## src/core/rstk_pkg.sv

```systemverilog
// package: constants and types for the reset source tracker
// Functional notes
// - distinguish nine reset causes: por, master_clear_pin run, master_clear_pin sleep, wdt, cm, bor, instr, stack
// - low six status bits record reset events; software returns bits 5, 4, 1 and 0 to idle
// - bit 7 interrupt priority enable, resets to 0
// - bit 6 software brownout enable only when config field is 01, else reads 0
// - bit 5 mismatch flag reads 0 after mismatch reset, power-on value 1
// - bit 4 cleared by reset instruction, set by firmware, brownout and power-on
// - bit 3 read-only; set by power-up, watchdog clear, sleep; cleared by timeout
// - bit 2 read-only; set by power-up, watchdog clear; cleared by sleep
// - bit 1 cleared on power-on reset only; software sets it
// - bit 0 cleared on brownout reset; firmware sets; power-on value 0
// - master clear pin low resets device; short noise pulses filtered out
// - master clear pin is input only, never driven by internal resets
// - every wake applies fixed cpu start delay concurrently with other delays
// - crystal wake waits startup timer then sets startup flag; pll adds lock time
// - internal high/mid osc wake continues during stabilisation, sets stable flag
// - internal oscillator selection defaults to high-frequency source at 8 MHz
// - clock after wake depends on clock select, freq select and osc config fields
// - mismatch flag cleared on every mismatch event, set by power-on, unchanged by other resets
// - brownout flag cleared on brownout and on power-on reset
package rstk_pkg;
  // ************************************************************
  // register map
  // ************************************************************
  localparam logic [3:0] RSTK_ADDR_STATUS = 4'h0;
  localparam logic [3:0] RSTK_ADDR_OSC = 4'h1;
  localparam logic [3:0] RSTK_ADDR_CFG = 4'h2;
  localparam logic [3:0] RSTK_ADDR_CLKSTAT = 4'h3;
  localparam logic [3:0] RSTK_ADDR_CAUSE = 4'h4;
  // status bit positions
  localparam int RSTK_B_INTERRUPT_PRIORITY_ENABLE = 7;
  localparam int RSTK_B_SOFTWARE_BROWNOUT_ENABLE = 6;
  localparam int RSTK_B_CM = 5;
  localparam int RSTK_B_RI = 4;
  localparam int RSTK_B_TO = 3;
  localparam int RSTK_B_PD = 2;
  localparam int RSTK_B_POR = 1;
  localparam int RSTK_B_BOR = 0;
  // power-on value of the status register
  localparam logic [7:0] RSTK_STATUS_POR = 8'h7c;
  // oscillator control fields, freq select resets to the 8 MHz setting
  localparam int RSTK_SCS_LSB = 0;
  localparam int RSTK_INTERNAL_FREQ_SELECT_LSB = 4;
  localparam logic [2:0] RSTK_INTERNAL_FREQ_SELECT_8MHZ = 3'h6;
  localparam logic [7:0] RSTK_OSC_RESET = 8'h60;
  localparam logic [1:0] RSTK_SCS_PRIMARY = 2'h0;
  localparam logic [1:0] RSTK_SCS_SECONDARY = 2'h1;
  localparam logic [1:0] RSTK_BROWNOUT_ENABLE_CONFIG_SW = 2'h1;
  // osc config field encodings (crystal modes)
  localparam logic [3:0] RSTK_OSCILLATOR_CONFIG_FIELD_LP = 4'h0;
  localparam logic [3:0] RSTK_OSCILLATOR_CONFIG_FIELD_XT = 4'h1;
  localparam logic [3:0] RSTK_OSCILLATOR_CONFIG_FIELD_HS = 4'h2;
  localparam logic [3:0] RSTK_OSCILLATOR_CONFIG_FIELD_PLL = 4'h3;
  // ************************************************************
  // timing
  // ************************************************************
  localparam int RSTK_CLK_MHZ = 100;
  localparam int RSTK_CPU_START_DELAY_NS = 100;
  localparam int RSTK_CPU_START_DELAY_CYC = (RSTK_CPU_START_DELAY_NS * RSTK_CLK_MHZ + 999) / 1000;
  localparam int RSTK_TOST_CYC = 1024;
  localparam int RSTK_TPLL_CYC = 2000;
  localparam int RSTK_TIOBST_CYC = 100;
  localparam int RSTK_MASTER_CLEAR_PIN_FILT_CYC = 20;
  // reset cause codes
  typedef enum logic [3:0] {
    RSTK_C_NONE = 4'h0,
    RSTK_C_POR = 4'h1,
    RSTK_C_MASTER_CLEAR_PIN_RUN = 4'h2,
    RSTK_C_MASTER_CLEAR_PIN_PM = 4'h3,
    RSTK_C_WDT = 4'h4,
    RSTK_C_CM = 4'h5,
    RSTK_C_BOR = 4'h6,
    RSTK_C_INSTR = 4'h7,
    RSTK_C_STKFUL = 4'h8,
    RSTK_C_STKUNF = 4'h9
  } rstk_cause_t;
  // on-chip events
  typedef struct packed {
    logic bor;
    logic cm;
    logic wdt_timeout;
    logic reset_instr;
    logic stack_full;
    logic stack_under;
    logic wdt_clear;
    logic sleep;
    logic wake;
  } rstk_evt_t;
  // clock ready flags
  typedef struct packed {
    logic osc_startup_status;
    logic high_freq_internal_stable;
    logic mid_freq_internal_stable;
    logic secondary_osc_running;
  } rstk_clkrdy_t;
endpackage

```

## src/core/rstk_filter.sv

```systemverilog
// module: counting glitch filter for the master clear pin
`timescale 1ns/100ps
`default_nettype none
module rstk_filter
  import rstk_pkg::*;
#(
  parameter int FILT_CYC = RSTK_MASTER_CLEAR_PIN_FILT_CYC
)
(
  input wire logic clk,
  input wire logic nrst,
  input wire logic pin_n,
  output logic level_n
);
  logic [7:0] cnt_q;
  logic level_q;
  // pulses shorter than the count never reach the output
  always_ff @(posedge clk)
  begin
    if (!nrst)
    begin
      cnt_q <= 8'h00;
      level_q <= 1'b1;
    end
    else if (pin_n == level_q)
    begin
      cnt_q <= 8'h00;
    end
    else if (cnt_q == 8'(FILT_CYC - 1))
    begin
      cnt_q <= 8'h00;
      level_q <= pin_n;
    end
    else
    begin
      cnt_q <= cnt_q + 8'h01;
    end
  end
  assign level_n = level_q;
endmodule
`default_nettype wire

```

## src/core/rstk_top.sv

```systemverilog
// module: reset source tracker and wake exit timing
`timescale 1ns/100ps
`default_nettype none
module rstk_top
  import rstk_pkg::*;
#(
  parameter int TOST_CYC = RSTK_TOST_CYC,
  parameter int TPLL_CYC = RSTK_TPLL_CYC,
  parameter int TIOBST_CYC = RSTK_TIOBST_CYC
)
(
  input wire logic CLK,
  input wire logic NRST,
  input wire logic POWER_ON,
  input wire logic MASTER_CLEAR_PIN_N,
  input wire rstk_evt_t EVT,
  input wire logic [1:0] BROWNOUT_ENABLE_CONFIG,
  input wire logic [3:0] OSCILLATOR_CONFIG_FIELD,
  input wire logic [3:0] ADDR,
  input wire logic [7:0] WDATA,
  input wire logic WR,
  input wire logic RD,
  output logic [7:0] RDATA,
  output logic DEVICE_RESET,
  output logic CPU_RUN,
  output logic INTERRUPT_PRIORITY_ENABLE,
  output logic BROWNOUT_DETECT_ENABLE,
  output rstk_clkrdy_t CLK_READY
);
  // ************************************************************
  // master clear filtering and reset cause
  // ************************************************************
  logic master_clear_pin_n;
  logic [7:0] status_q;
  logic [7:0] osc_q;
  logic [31:0] dly_q;
  logic [31:0] stab_q;
  logic [7:0] rdata_q;
  logic master_clear_pin_d1_q;
  logic in_pm;
  logic wr_status;
  logic master_clear_pin_fall;
  logic por_evt;
  rstk_cause_t cause_q;
  rstk_clkrdy_t rdy_q;
  // the pin is only ever observed, never driven: no output exists for it
  rstk_filter #(.FILT_CYC(RSTK_MASTER_CLEAR_PIN_FILT_CYC)) u_filt (
    .clk(CLK),
    .nrst(NRST),
    .pin_n(MASTER_CLEAR_PIN_N),
    .level_n(master_clear_pin_n)
  );
  typedef enum logic [1:0] {
    RSTK_S_RUN = 2'b00,
    RSTK_S_SLEEP = 2'b01,
    RSTK_S_WAKE = 2'b10
  } rstk_pm_t;
  rstk_pm_t pm_q;
  assign in_pm = (pm_q == RSTK_S_SLEEP);
  assign por_evt = POWER_ON;
  assign master_clear_pin_fall = master_clear_pin_d1_q && !master_clear_pin_n;
  assign wr_status = WR && (ADDR == RSTK_ADDR_STATUS);
  // edge tracker for filtered pin
  always_ff @(posedge CLK)
  begin
    if (!NRST)
      master_clear_pin_d1_q <= 1'b1;
    else
      master_clear_pin_d1_q <= master_clear_pin_n;
  end
  // device reset is held while the filtered pin is low
  assign DEVICE_RESET = !master_clear_pin_n || POWER_ON || EVT.bor || EVT.cm || (EVT.wdt_timeout && !in_pm)
    || EVT.reset_instr || EVT.stack_full || EVT.stack_under;
  // last reset cause, priority by severity
  always_ff @(posedge CLK)
  begin
    if (!NRST)
      cause_q <= RSTK_C_NONE;
    else if (por_evt)
      cause_q <= RSTK_C_POR;
    else if (EVT.bor)
      cause_q <= RSTK_C_BOR;
    else if (EVT.cm)
      cause_q <= RSTK_C_CM;
    else if (master_clear_pin_fall)
      cause_q <= in_pm ? RSTK_C_MASTER_CLEAR_PIN_PM : RSTK_C_MASTER_CLEAR_PIN_RUN;
    else if (EVT.wdt_timeout && !in_pm)
      cause_q <= RSTK_C_WDT;
    else if (EVT.reset_instr)
      cause_q <= RSTK_C_INSTR;
    else if (EVT.stack_full)
      cause_q <= RSTK_C_STKFUL;
    else if (EVT.stack_under)
      cause_q <= RSTK_C_STKUNF;
  end
  // ************************************************************
  // status register
  // ************************************************************
  // hardware updates come after the write, so an event never gets lost
  always_ff @(posedge CLK)
  begin
    if (!NRST)
    begin
      status_q <= RSTK_STATUS_POR;
    end
    else
    begin
      if (wr_status)
      begin
        status_q[RSTK_B_INTERRUPT_PRIORITY_ENABLE] <= WDATA[RSTK_B_INTERRUPT_PRIORITY_ENABLE];
        status_q[RSTK_B_SOFTWARE_BROWNOUT_ENABLE] <= WDATA[RSTK_B_SOFTWARE_BROWNOUT_ENABLE];
        status_q[RSTK_B_CM] <= WDATA[RSTK_B_CM];
        status_q[RSTK_B_RI] <= WDATA[RSTK_B_RI];
        status_q[RSTK_B_POR] <= WDATA[RSTK_B_POR];
        status_q[RSTK_B_BOR] <= WDATA[RSTK_B_BOR];
      end
      if (por_evt)
      begin
        status_q <= RSTK_STATUS_POR;
      end
      else
      begin
        if (EVT.bor)
        begin
          // mismatch flag left alone: only a mismatch event, a status write or power-on moves it
          status_q[RSTK_B_RI] <= 1'b1;
          status_q[RSTK_B_TO] <= 1'b1;
          status_q[RSTK_B_PD] <= 1'b1;
          status_q[RSTK_B_BOR] <= 1'b0;
        end
        if (EVT.cm)
          status_q[RSTK_B_CM] <= 1'b0;
        if (EVT.reset_instr)
          status_q[RSTK_B_RI] <= 1'b0;
        if (master_clear_pin_fall)
        begin
          status_q[RSTK_B_TO] <= 1'b1;
          if (in_pm)
            status_q[RSTK_B_PD] <= 1'b0;
        end
        if (EVT.wdt_clear)
        begin
          status_q[RSTK_B_TO] <= 1'b1;
          status_q[RSTK_B_PD] <= 1'b1;
        end
        if (EVT.sleep)
        begin
          status_q[RSTK_B_TO] <= 1'b1;
          status_q[RSTK_B_PD] <= 1'b0;
        end
        if (EVT.wdt_timeout)
          status_q[RSTK_B_TO] <= 1'b0;
      end
    end
  end
  assign INTERRUPT_PRIORITY_ENABLE = status_q[RSTK_B_INTERRUPT_PRIORITY_ENABLE];
  assign BROWNOUT_DETECT_ENABLE = (BROWNOUT_ENABLE_CONFIG == RSTK_BROWNOUT_ENABLE_CONFIG_SW) && status_q[RSTK_B_SOFTWARE_BROWNOUT_ENABLE];
  // ************************************************************
  // oscillator control and wake sequencing
  // ************************************************************
  // freq select comes up on the 8 MHz internal setting
  always_ff @(posedge CLK)
  begin
    if (!NRST)
      osc_q <= RSTK_OSC_RESET;
    else if (por_evt)
      osc_q <= RSTK_OSC_RESET;
    else if (WR && ADDR == RSTK_ADDR_OSC)
      osc_q <= {1'b0, WDATA[6:4], 2'b00, WDATA[1:0]};
  end
  logic xtal;
  logic [1:0] system_clock_select;
  assign system_clock_select = osc_q[RSTK_SCS_LSB +: 2];
  assign xtal = (system_clock_select == RSTK_SCS_PRIMARY) && (OSCILLATOR_CONFIG_FIELD == RSTK_OSCILLATOR_CONFIG_FIELD_LP
    || OSCILLATOR_CONFIG_FIELD == RSTK_OSCILLATOR_CONFIG_FIELD_XT || OSCILLATOR_CONFIG_FIELD == RSTK_OSCILLATOR_CONFIG_FIELD_HS
    || OSCILLATOR_CONFIG_FIELD == RSTK_OSCILLATOR_CONFIG_FIELD_PLL);
  logic internal_src;
  logic lf_src;
  assign internal_src = system_clock_select[1];
  assign lf_src = (osc_q[RSTK_INTERNAL_FREQ_SELECT_LSB +: 3] == 3'h0);
  // crystal wait, plus lock time in pll mode
  logic [31:0] xtal_cyc;
  logic [31:0] exit_cyc;
  assign xtal_cyc = 32'(TOST_CYC + ((OSCILLATOR_CONFIG_FIELD == RSTK_OSCILLATOR_CONFIG_FIELD_PLL) ? TPLL_CYC : 0));
  // cpu_start_delay runs alongside the oscillator wait, so a short crystal wait still costs cpu_start_delay
  assign exit_cyc = (xtal && xtal_cyc > 32'(RSTK_CPU_START_DELAY_CYC)) ? xtal_cyc : 32'(RSTK_CPU_START_DELAY_CYC);
  // power mode and exit delay: longest of cpu_start_delay and the oscillator wait
  always_ff @(posedge CLK)
  begin
    if (!NRST)
    begin
      pm_q <= RSTK_S_RUN;
      dly_q <= 32'h0000_0000;
    end
    else
    begin
      case (pm_q)
        RSTK_S_RUN:
        begin
          if (EVT.sleep)
            pm_q <= RSTK_S_SLEEP;
        end
        RSTK_S_SLEEP:
        begin
          if (EVT.wake || master_clear_pin_fall || EVT.wdt_timeout)
          begin
            pm_q <= RSTK_S_WAKE;
            // both delays start together, so take the larger
            dly_q <= exit_cyc;
          end
        end
        RSTK_S_WAKE:
        begin
          if (dly_q <= 32'h0000_0001)
            pm_q <= RSTK_S_RUN;
          else
            dly_q <= dly_q - 32'h0000_0001;
        end
        default:
          pm_q <= RSTK_S_RUN;
      endcase
    end
  end
  assign CPU_RUN = (pm_q == RSTK_S_RUN) && !DEVICE_RESET;
  // clock ready flags; internal osc flags rise after stabilisation while running
  always_ff @(posedge CLK)
  begin
    if (!NRST)
    begin
      rdy_q <= '0;
      stab_q <= 32'h0000_0000;
    end
    else if (pm_q == RSTK_S_SLEEP)
    begin
      rdy_q <= '0;
      stab_q <= 32'(TIOBST_CYC);
    end
    else
    begin
      if (stab_q != 32'h0000_0000)
        stab_q <= stab_q - 32'h0000_0001;
      rdy_q.osc_startup_status <= xtal && pm_q == RSTK_S_RUN;
      rdy_q.high_freq_internal_stable <= internal_src && !lf_src && osc_q[6] && stab_q == 32'h0000_0000;
      rdy_q.mid_freq_internal_stable <= internal_src && !lf_src && !osc_q[6] && stab_q == 32'h0000_0000;
      rdy_q.secondary_osc_running <= system_clock_select == RSTK_SCS_SECONDARY;
    end
  end
  assign CLK_READY = rdy_q;
  // ************************************************************
  // read port
  // ************************************************************
  logic [7:0] status_rd;
  always_comb
  begin
    status_rd = status_q;
    status_rd[RSTK_B_SOFTWARE_BROWNOUT_ENABLE] = status_q[RSTK_B_SOFTWARE_BROWNOUT_ENABLE] && BROWNOUT_ENABLE_CONFIG == RSTK_BROWNOUT_ENABLE_CONFIG_SW;
  end
  // read data valid the cycle after the strobe only
  always_ff @(posedge CLK)
  begin
    if (!NRST)
      rdata_q <= 8'h00;
    else if (RD)
    begin
      case (ADDR)
        RSTK_ADDR_STATUS: rdata_q <= status_rd;
        RSTK_ADDR_OSC: rdata_q <= osc_q;
        RSTK_ADDR_CFG: rdata_q <= {2'b00, BROWNOUT_ENABLE_CONFIG, OSCILLATOR_CONFIG_FIELD};
        RSTK_ADDR_CLKSTAT: rdata_q <= {4'h0, rdy_q};
        RSTK_ADDR_CAUSE: rdata_q <= {4'h0, cause_q};
        default: rdata_q <= 8'h00;
      endcase
    end
    else
      rdata_q <= 8'h00;
  end
  assign RDATA = rdata_q;
endmodule
`default_nettype wire

```

## config.mk

```make
export PLATFORM = sky130hd
export DESIGN_NAME = rstk_top
export DESIGN_NICKNAME = d
export VERILOG_FILES = /design/src/core/rstk_pkg.sv /design/src/core/rstk_filter.sv /design/src/core/rstk_top.sv
export SDC_FILE = /design/constraint.sdc
export NUM_CORES = 1
export LEC_CHECK = 0
export BUFFER_PORTS_ARGS = -buffer_cell sky130_fd_sc_hd__buf_2
export CAP_MARGIN = 20
export CORE_MARGIN = 8
export CORE_UTILIZATION = 37
export CTS_CLUSTER_DIAMETER = 100
export DETAILED_ROUTE_END_ITERATION = 8
export PLACE_DENSITY = 0.52
export SYNTH_ARGS = -nofsm -noshare
export SYNTH_HDL_FRONTEND = slang
export SYNTH_SLANG_ARGS = --single-unit
```

## constraint.sdc

```tcl
create_clock -name CLK -period 5.4 [get_ports CLK]
set_clock_uncertainty 0.05 [all_clocks]
set_input_delay 0.81 -clock CLK [delete_from_list [all_inputs] [get_ports CLK]]
set_output_delay 0.81 -clock CLK [all_outputs]
set_load 0.01 [all_outputs]
```

==> summary.md, run 1 <==
| Metric | Value |
|---|---|
| Chip Width | between 100 and 150 um |
| Tcrit/Tclk final | 0.533 |
| Final slew viol count | 0 |
| GPL Wtd Cong | between 0.7 and 0.8 |
| Max Cap Violations | 0 |
| Hold Path Origin | u_filt.cnt_q[0]$_SDFF_PP0_ |
| Vias in the first global route | around 4700 |
| M2 GR Usage | 0.241 |
| Antenna viol nets, final | 0 |
| Worst path cell trace | inv_1 > ha_1 > nor2b_1 > nor3_1 > nand4_1 > nor2_1 > buf_2 |
| Mapped Avg Cell Area | roughly 8.5 um2 |
| RSZ-0062 raised after global routing | false |
| Fin Hold WS | 0.410 ns |
| Sw Share | 0.480 |
| Register area share after synthesis | 0.382 |
| Mux cell area share after synthesis | 0.0400 |
| Async set or reset register ratio after synthesis | 0 |
| Clk sinks | approximately 110 |
| Crit end category | output pin |
| Clock Pin Slew Worst Setup and Hold Paths | 0.07 ns |
| Endpoints failing hold | 0 |
| Crit Path Max Fanout | 9 |
| Floorplan row count | 44 |
| Share of layout cells above drive strength 1 | 0.134 |
| Slowest stage delay, CP | around 0.36 ns |
| WP data required | about 4.5 ns |
| Initial Utilization | 0.378 |
| Hold_buf cts | 0 |
| CTS resizes | 0 |
| Simple-gate share of the synthesized area | 0.320 |
| Post-route DRC | 0 |
| Clock Path Buffers | 2 |
| Post-CTS Setup Bufs | 0 |
| Met1 usage | 0.202 |
| Core Footprint | about 15000 um2 |
| Wire per inst | between 15 and 20 um |
| Largest net degree at the start of global routing | 33 |
| Antenna violations before repair | 0 |
| Post-synth top area share | 0.382 |
| Leakage power figure | around 2.3 nW |
| Synth warnings | 0 |
| Worst-Skew Late Latency | between 0.3 and 0.4 ns |
| Hold Path Class | reg -> reg |
| Delay-heaviest family, CP | simple AND/OR/NAND/NOR gates |
| Rel. slew slack | 0.278 |
| Setup Viol. Count Final | 0 |
| Most Used Layer, Global Route | met2 |
| Clock root buffer | clkbuf_16 |
| Yosys cell types | 64 |
| Combinational share of power | 0.558 |
| Post-Synthesis Cells | 648 |
| H-tree levels | 3 |
| Worst EP arrival | 2.02 ns |
| CP Launch Point | pm_q[1]$_SDFFE_PN0P_ |
| Synthesized area | 5500 um2 |
| Status | complete, no violations |
| Average vias per placed instance | between 5 and 6 |
| Final wirelength | between 10 and 15 mm |
| Reg2reg start | pm_q[1]$_SDFFE_PN0P_ |
| Clock power frac | 0.156 |
| Final setup TNS | 0 ns |
| Synth Net Count | between 600 and 700 |
| Nets | 722 |
| CP Launch Type | flop |
| Met3 Usage GRT | 0.0413 |
| Synth area leaders | dfxtp_1 38%, or4_1 4.4%, nor2_1 4.3%, or3_1 4.1%, mux2i_1 4.0% |
| Int Pwr | 2.09 mW |
| PwrDens | around 650 nW/um2 |
| NetSw | about 1.9 mW |
| Worst slew pin tran | between 1 and 1.5 ns |
| Top FF cell, synth | dfxtp_1 |
| Post-synth EDFFs | 0 |
| IO buf count | 46 |
| WS Path Type | reg -> out |
| Area leader, netlist | dfxtp_1 |
| Die area | about 19000 um2 |
| Seq pwr share | 0.286 |
| Diode count | 0 |
| I/O pins | a little under 50 |
| Clock period minus worst slack | approximately 2.9 ns |
| Die height | roughly 140 um |
| First-pass GRT wire length | between 20 and 25 mm |
| Starting DRT DRC Count | about 280 |
| Crit-path slowest cell | ha_1 |
| CTS tree | yes |
| Area Growth Syn to Fin | 11.9% |
| Adder-Cell Fraction of Synth Area | 0.0182 |
| CTS Buf Count | 9 |
| Flops & latches, synth | about 110 |
| Vias post-DR | between 5000 and 6000 |
| DP HPWL | 10.4 mm |
| CP bufs+invs | 2 |
| Peak VDD IR | roughly 0.44 mV |
| Overall routing resource usage | 0.154 |
| Compound-Gate Fraction of Synth Area | 0.177 |
| Max Freq | between 0.3 and 0.4 GHz |
| Overflow after GRT | 0 |
| Drt first pass iters | 4 |
| Largest family of logic cells by synthesized area | simple AND/OR/NAND/NOR gates |
| Post-synthesis xor/xnor area fraction | 0.0303 |
## cells in the final DEF, fill, tap and decap left out, types with 4 or more instances in the layout
master and instances:
o21a_1 4, o41ai_1 4, nor2b_1 7, nor2_1 63
clkbuf_16 9, nor4_2 5, mux2i_1 22, ha_1 8
a21oi_1 41, a31oi_1 5, o21ai_0 26, nor4_1 20
xnor2_1 4, buf_4 5, nand4b_1 5, and3_1 4
o211ai_1 12, xor2_1 15, or4_1 32, nand3b_1 5
nand3_1 14, nand2_1 48, dfxtp_1 105, nand2b_1 10
nand4_1 11, a31o_2 6, nor3_1 25, or3_1 36
buf_2 46, a211oi_1 4, o31ai_1 15, inv_1 15
## routing by layer
metal | up-vias | routed length (um)
met5 | - | 0
met4 | 0 | 203
li1 | 2526 | -
met1 | 2404 | 6940
met3 | 15 | 861
met2 | 106 | 6440
## logic make-up (layout without fill, tap and decap cells)
logic type	after synthesis	after routing
adders and majority gates	8	8
and+or+nand+nor	307	307
xor gates and xnor gates	19	19
DFF	105	105
muxes	22	22
AOI/OAI and AO/OA	143	143
buffers and inverters	44	82
## layout make-up
cell class	count	area [um2]
flip-flops and latches	105	2100
clock inverters	4	28.8
repair buffers	51	268
multi-input cells	499	3220
clock buffers	12	246
well taps	184	230
inverters	15	56.3
fillers	1483	8380
## through the flow
stage          cells  setup slack, ns  cell area (um2)  total power, mW   util
5_1_grt          870             2.23             6150             4.36  0.423
4_1_cts          870             2.46             6150             4.04  0.423
3_5_place_dp     854             2.34             5880             3.39  0.404
6_report         870             2.52             6150             4.02  0.423
2_1_floorplan    648             2.95             5500             2.94      -
3_3_place_gp     854             2.40             5880             3.34  0.404
## power groups by stage
stage | sequential, mW | clock [mW] | combinational [mW]
after floorplan | 1.11 | 0 | 1.83
after CTS | 1.15 | 0.652 | 2.24
after global placement | 1.15 | 0 | 2.19
after global routing | 1.18 | 0.688 | 2.50
after detailed placement | 1.16 | 0 | 2.23
final | 1.15 | 0.628 | 2.25
## final timing paths
kind                                      to  slack, ns  cells past startpoint
hold / removal    u_filt.cnt_q[0]$_SDFF_PP0_       0.41                      1
hold reg to reg   u_filt.cnt_q[0]$_SDFF_PP0_       0.41                      1
setup reg to reg      dly_q[12]$_SDFFE_PN0P_       2.54                      7
setup / recovery                     CPU_RUN       2.52                      7
## worst register-to-register path, cell delays in order (launching register included)
cell	delay [ns]
dfxtp_1	0.35
inv_1	0.07
ha_1	0.30
nor2b_1	0.22
a311oi_1	0.89
nor2_1	0.49
o311ai_0	0.22
o21ai_0	0.14
## Yosys cell counts (all sizes together) (8+ instances only)
cell type  number
dfxtp         105
nor2           63
nand2          48
a21oi          41
or3            36
or4            33
nor3           28
nor4           27
o21ai          26
clkbuf         24
mux2i          22
o31ai          17
inv            15
xor2           15
nand3          14
o211ai         13
nand4          11
nand2b         10
ha              8
## sequential cells by signal (all words and copies together) (netlist names)
name                   count
cause_q                    4
osc_q                      5
u_filt.level_n             1
stab_q                    32
master_clear_pin_d1_q      1
CLK_READY                  4
u_filt.cnt_q               8
pm_q                       2
RDATA                      8
dly_q                     32
status_q                   8
Note: power is estimated with default switching activity, not from simulation.
==> run 2: changes to the inputs <==
--- a/config.mk
+++ b/config.mk
@@ -11,7 +11,7 @@
 export CORE_UTILIZATION = 37
 export CTS_CLUSTER_DIAMETER = 100
 export DETAILED_ROUTE_END_ITERATION = 8
-export PLACE_DENSITY = 0.52
+export PLACE_DENSITY = 0.54
 export SYNTH_ARGS = -nofsm -noshare
 export SYNTH_HDL_FRONTEND = slang
 export SYNTH_SLANG_ARGS = --single-unit
==> constraint.sdc (replaced) <==
create_clock -name CLK -period 2.6 [get_ports CLK]
set_clock_uncertainty 0.05 [all_clocks]
set_input_delay 0.39 -clock CLK [delete_from_list [all_inputs] [get_ports CLK]]
set_output_delay 0.39 -clock CLK [all_outputs]
set_load 0.01 [all_outputs]
==> summary.md, run 2 (synthesis gave the netlist of run 1 again) <==
| Metric | Value |
|---|---|
| Hold_buf cts | 0 |
| Worst EP arrival | roughly 2.6 ns |
| M2 GR Usage | 0.253 |
| Leakage power figure | ~2.5 nW |
| Diode count | 0 |
| WS Path Type | reg -> reg |
| WP data required | around 2.8 ns |
| Nets | approximately 750 |
| Vias in the first global route | approximately 4800 |
| Wire per inst | roughly 16 um |
| Finished Cell Area | between 6000 and 7000 um2 |
| Peak VDD IR | 0.719 mV |
| Max Cap Violations | 0 |
| DP HPWL | roughly 11 mm |
| Final setup TNS | 0 ns |
| Multi-input logic area | 3230 um2 |
| Setup Viol. Count Final | 0 |
| Worst slew pin tran | between 0.6 and 0.7 ns |
| CTS tree | yes |
| Vias post-DR | around 5100 |
| Clock Path Buffers | 2 |
| Tcrit/Tclk final | 0.927 |
| Most Used Layer, Global Route | met2 |
| Max Freq | between 0.4 and 0.5 GHz |
| Hold Path Origin | WDATA[5] |
| IO buf count | 46 |
| Initial Utilization | 0.378 |
| Starting DRT DRC Count | 404 |
| Reg2reg start | stab_q[12]$_SDFFE_PP0P_ |
| Antenna violations before repair | 0 |
| I/O pins | approximately 50 |
| CP Launch Point | stab_q[12]$_SDFFE_PP0P_ |
| Worst-Skew Late Latency | approximately 0.35 ns |
| Overall routing resource usage | 0.159 |
| Die area | 19000 um2 |
| Post-route DRC | 0 |
| Met3 Usage GRT | 0.0373 |
| Post-CTS Setup Bufs | 0 |
| Clk sinks | about 110 |
| Final slew viol count | 0 |
| Met1 usage | 0.217 |
| Clock Pin Slew Worst Setup and Hold Paths | 0.07 ns |
| Clock period minus worst slack | roughly 2.4 ns |
| Overflow after GRT | 0 |
| Final wirelength | 14.7 mm |
| Floorplan row count | 44 |
| Core Footprint | 14500 um2 |
| PwrDens | 1450 nW/um2 |
| Largest net degree at the start of global routing | 32 |
| Share of layout cells above drive strength 1 | 0.171 |
| Chip Width | ~140 um |
| Area Growth Syn to Fin | 16.2% |
| Crit end category | flop |
| Status | complete, no violations |
| CP Launch Type | flop |
| Number of fill cells | ~1500 |
| Drt first pass iters | 5 |
| Commonest non-fill, non-tap cells in the layout | 105 x dfxtp_1, 62 x nor2_1, 48 x nand2_1, 46 x buf_2, 41 x a21oi_1 |
| Endpoints failing hold | 0 |
| Seq. cell area | between 2000 and 2500 um2 |
| CTS Buf Count | 9 |
| Antenna viol nets, final | 0 |
| RSZ-0062 raised after global routing | false |
| First-pass GRT wire length | approximately 25 mm |
| Hold Path Class | in -> reg |
| Die height | approximately 140 um |
| Clock root buffer | clkbuf_16 |
| Biggest regs | dly_q x32, stab_q x32 |
| Average vias per placed instance | roughly 5.7 |
| Rel. slew slack | 0.566 |
| Cell Area, Placed | roughly 6100 um2 |
| Crit Path Max Fanout | 8 |
| GPL Wtd Cong | approximately 0.84 |
| H-tree levels | 3 |
| Commonest non-fill, non-tap cell in the layout | dfxtp_1 |
==> run 2: metal layers <==
metal | wire (um) | part of all wire
met4 | 91 | 0.0062
met5 | 0 | 0
met2 | 6670 | 0.45
met3 | 803 | 0.054
met1 | 7190 | 0.49
==> run 2: critical path, stage by stage, from the launching register on <==
cell	delay, ns
dfxtp_1	0.34
or4_1	0.67
or3_1	0.57
o31ai_2	0.44
or4_1	0.17
a21oi_1	0.06
==> run 2: through the flow <==
step,hold slack [ns],util,power [mW],std cells,worst slack [ns]
detailed placement,0.403,0.419,7.89,883,-0.0826
global placement,0.401,0.419,7.77,883,-0.00545
finish,0.221,0.440,9.28,898,0.190
global route,0.216,0.440,10.1,898,0.00179
CTS,0.212,0.439,9.30,898,0.153
floorplan,0.371,-,6.11,648,0.221
==> run 2: timing repair <==
item,CTS,global route
resized for setup,1,1
pin swaps,0,1
endpoints found under the hold margin,0,0
endpoints found under the setup margin,2,2
==> run 2: area by class of cell <==
cell class,count,share of cell area
clock buffers,11,0.0364
inverters,15,0.00881
flip-flops and latches,105,0.329
well taps,184,0.0360
multi-input cells,499,0.505
clock inverters,4,0.00823
repair buffers,80,0.0760
==> run 2: power by group <==
group / internal [mW] / total [mW] / switching [mW] / leakage [nW]
Clock: 0.748 / 1.36 / 0.613 / 0.140
Combinational: 2.23 / 5.48 / 3.25 / 1.46
Sequential: 2.02 / 2.44 / 0.414 / 0.853
==> run 2: final timing paths <==
check,cells past startpoint,end,slack [ns]
worst max-delay path,5,stab_q[14]$_SDFFE_PP0P_,0.19
worst min register to register,2,stab_q[27]$_SDFFE_PP0P_,0.42
worst min-delay path,3,osc_q[5]$_SDFFE_PP1P_,0.22
worst max register to register,5,stab_q[14]$_SDFFE_PP0P_,0.19
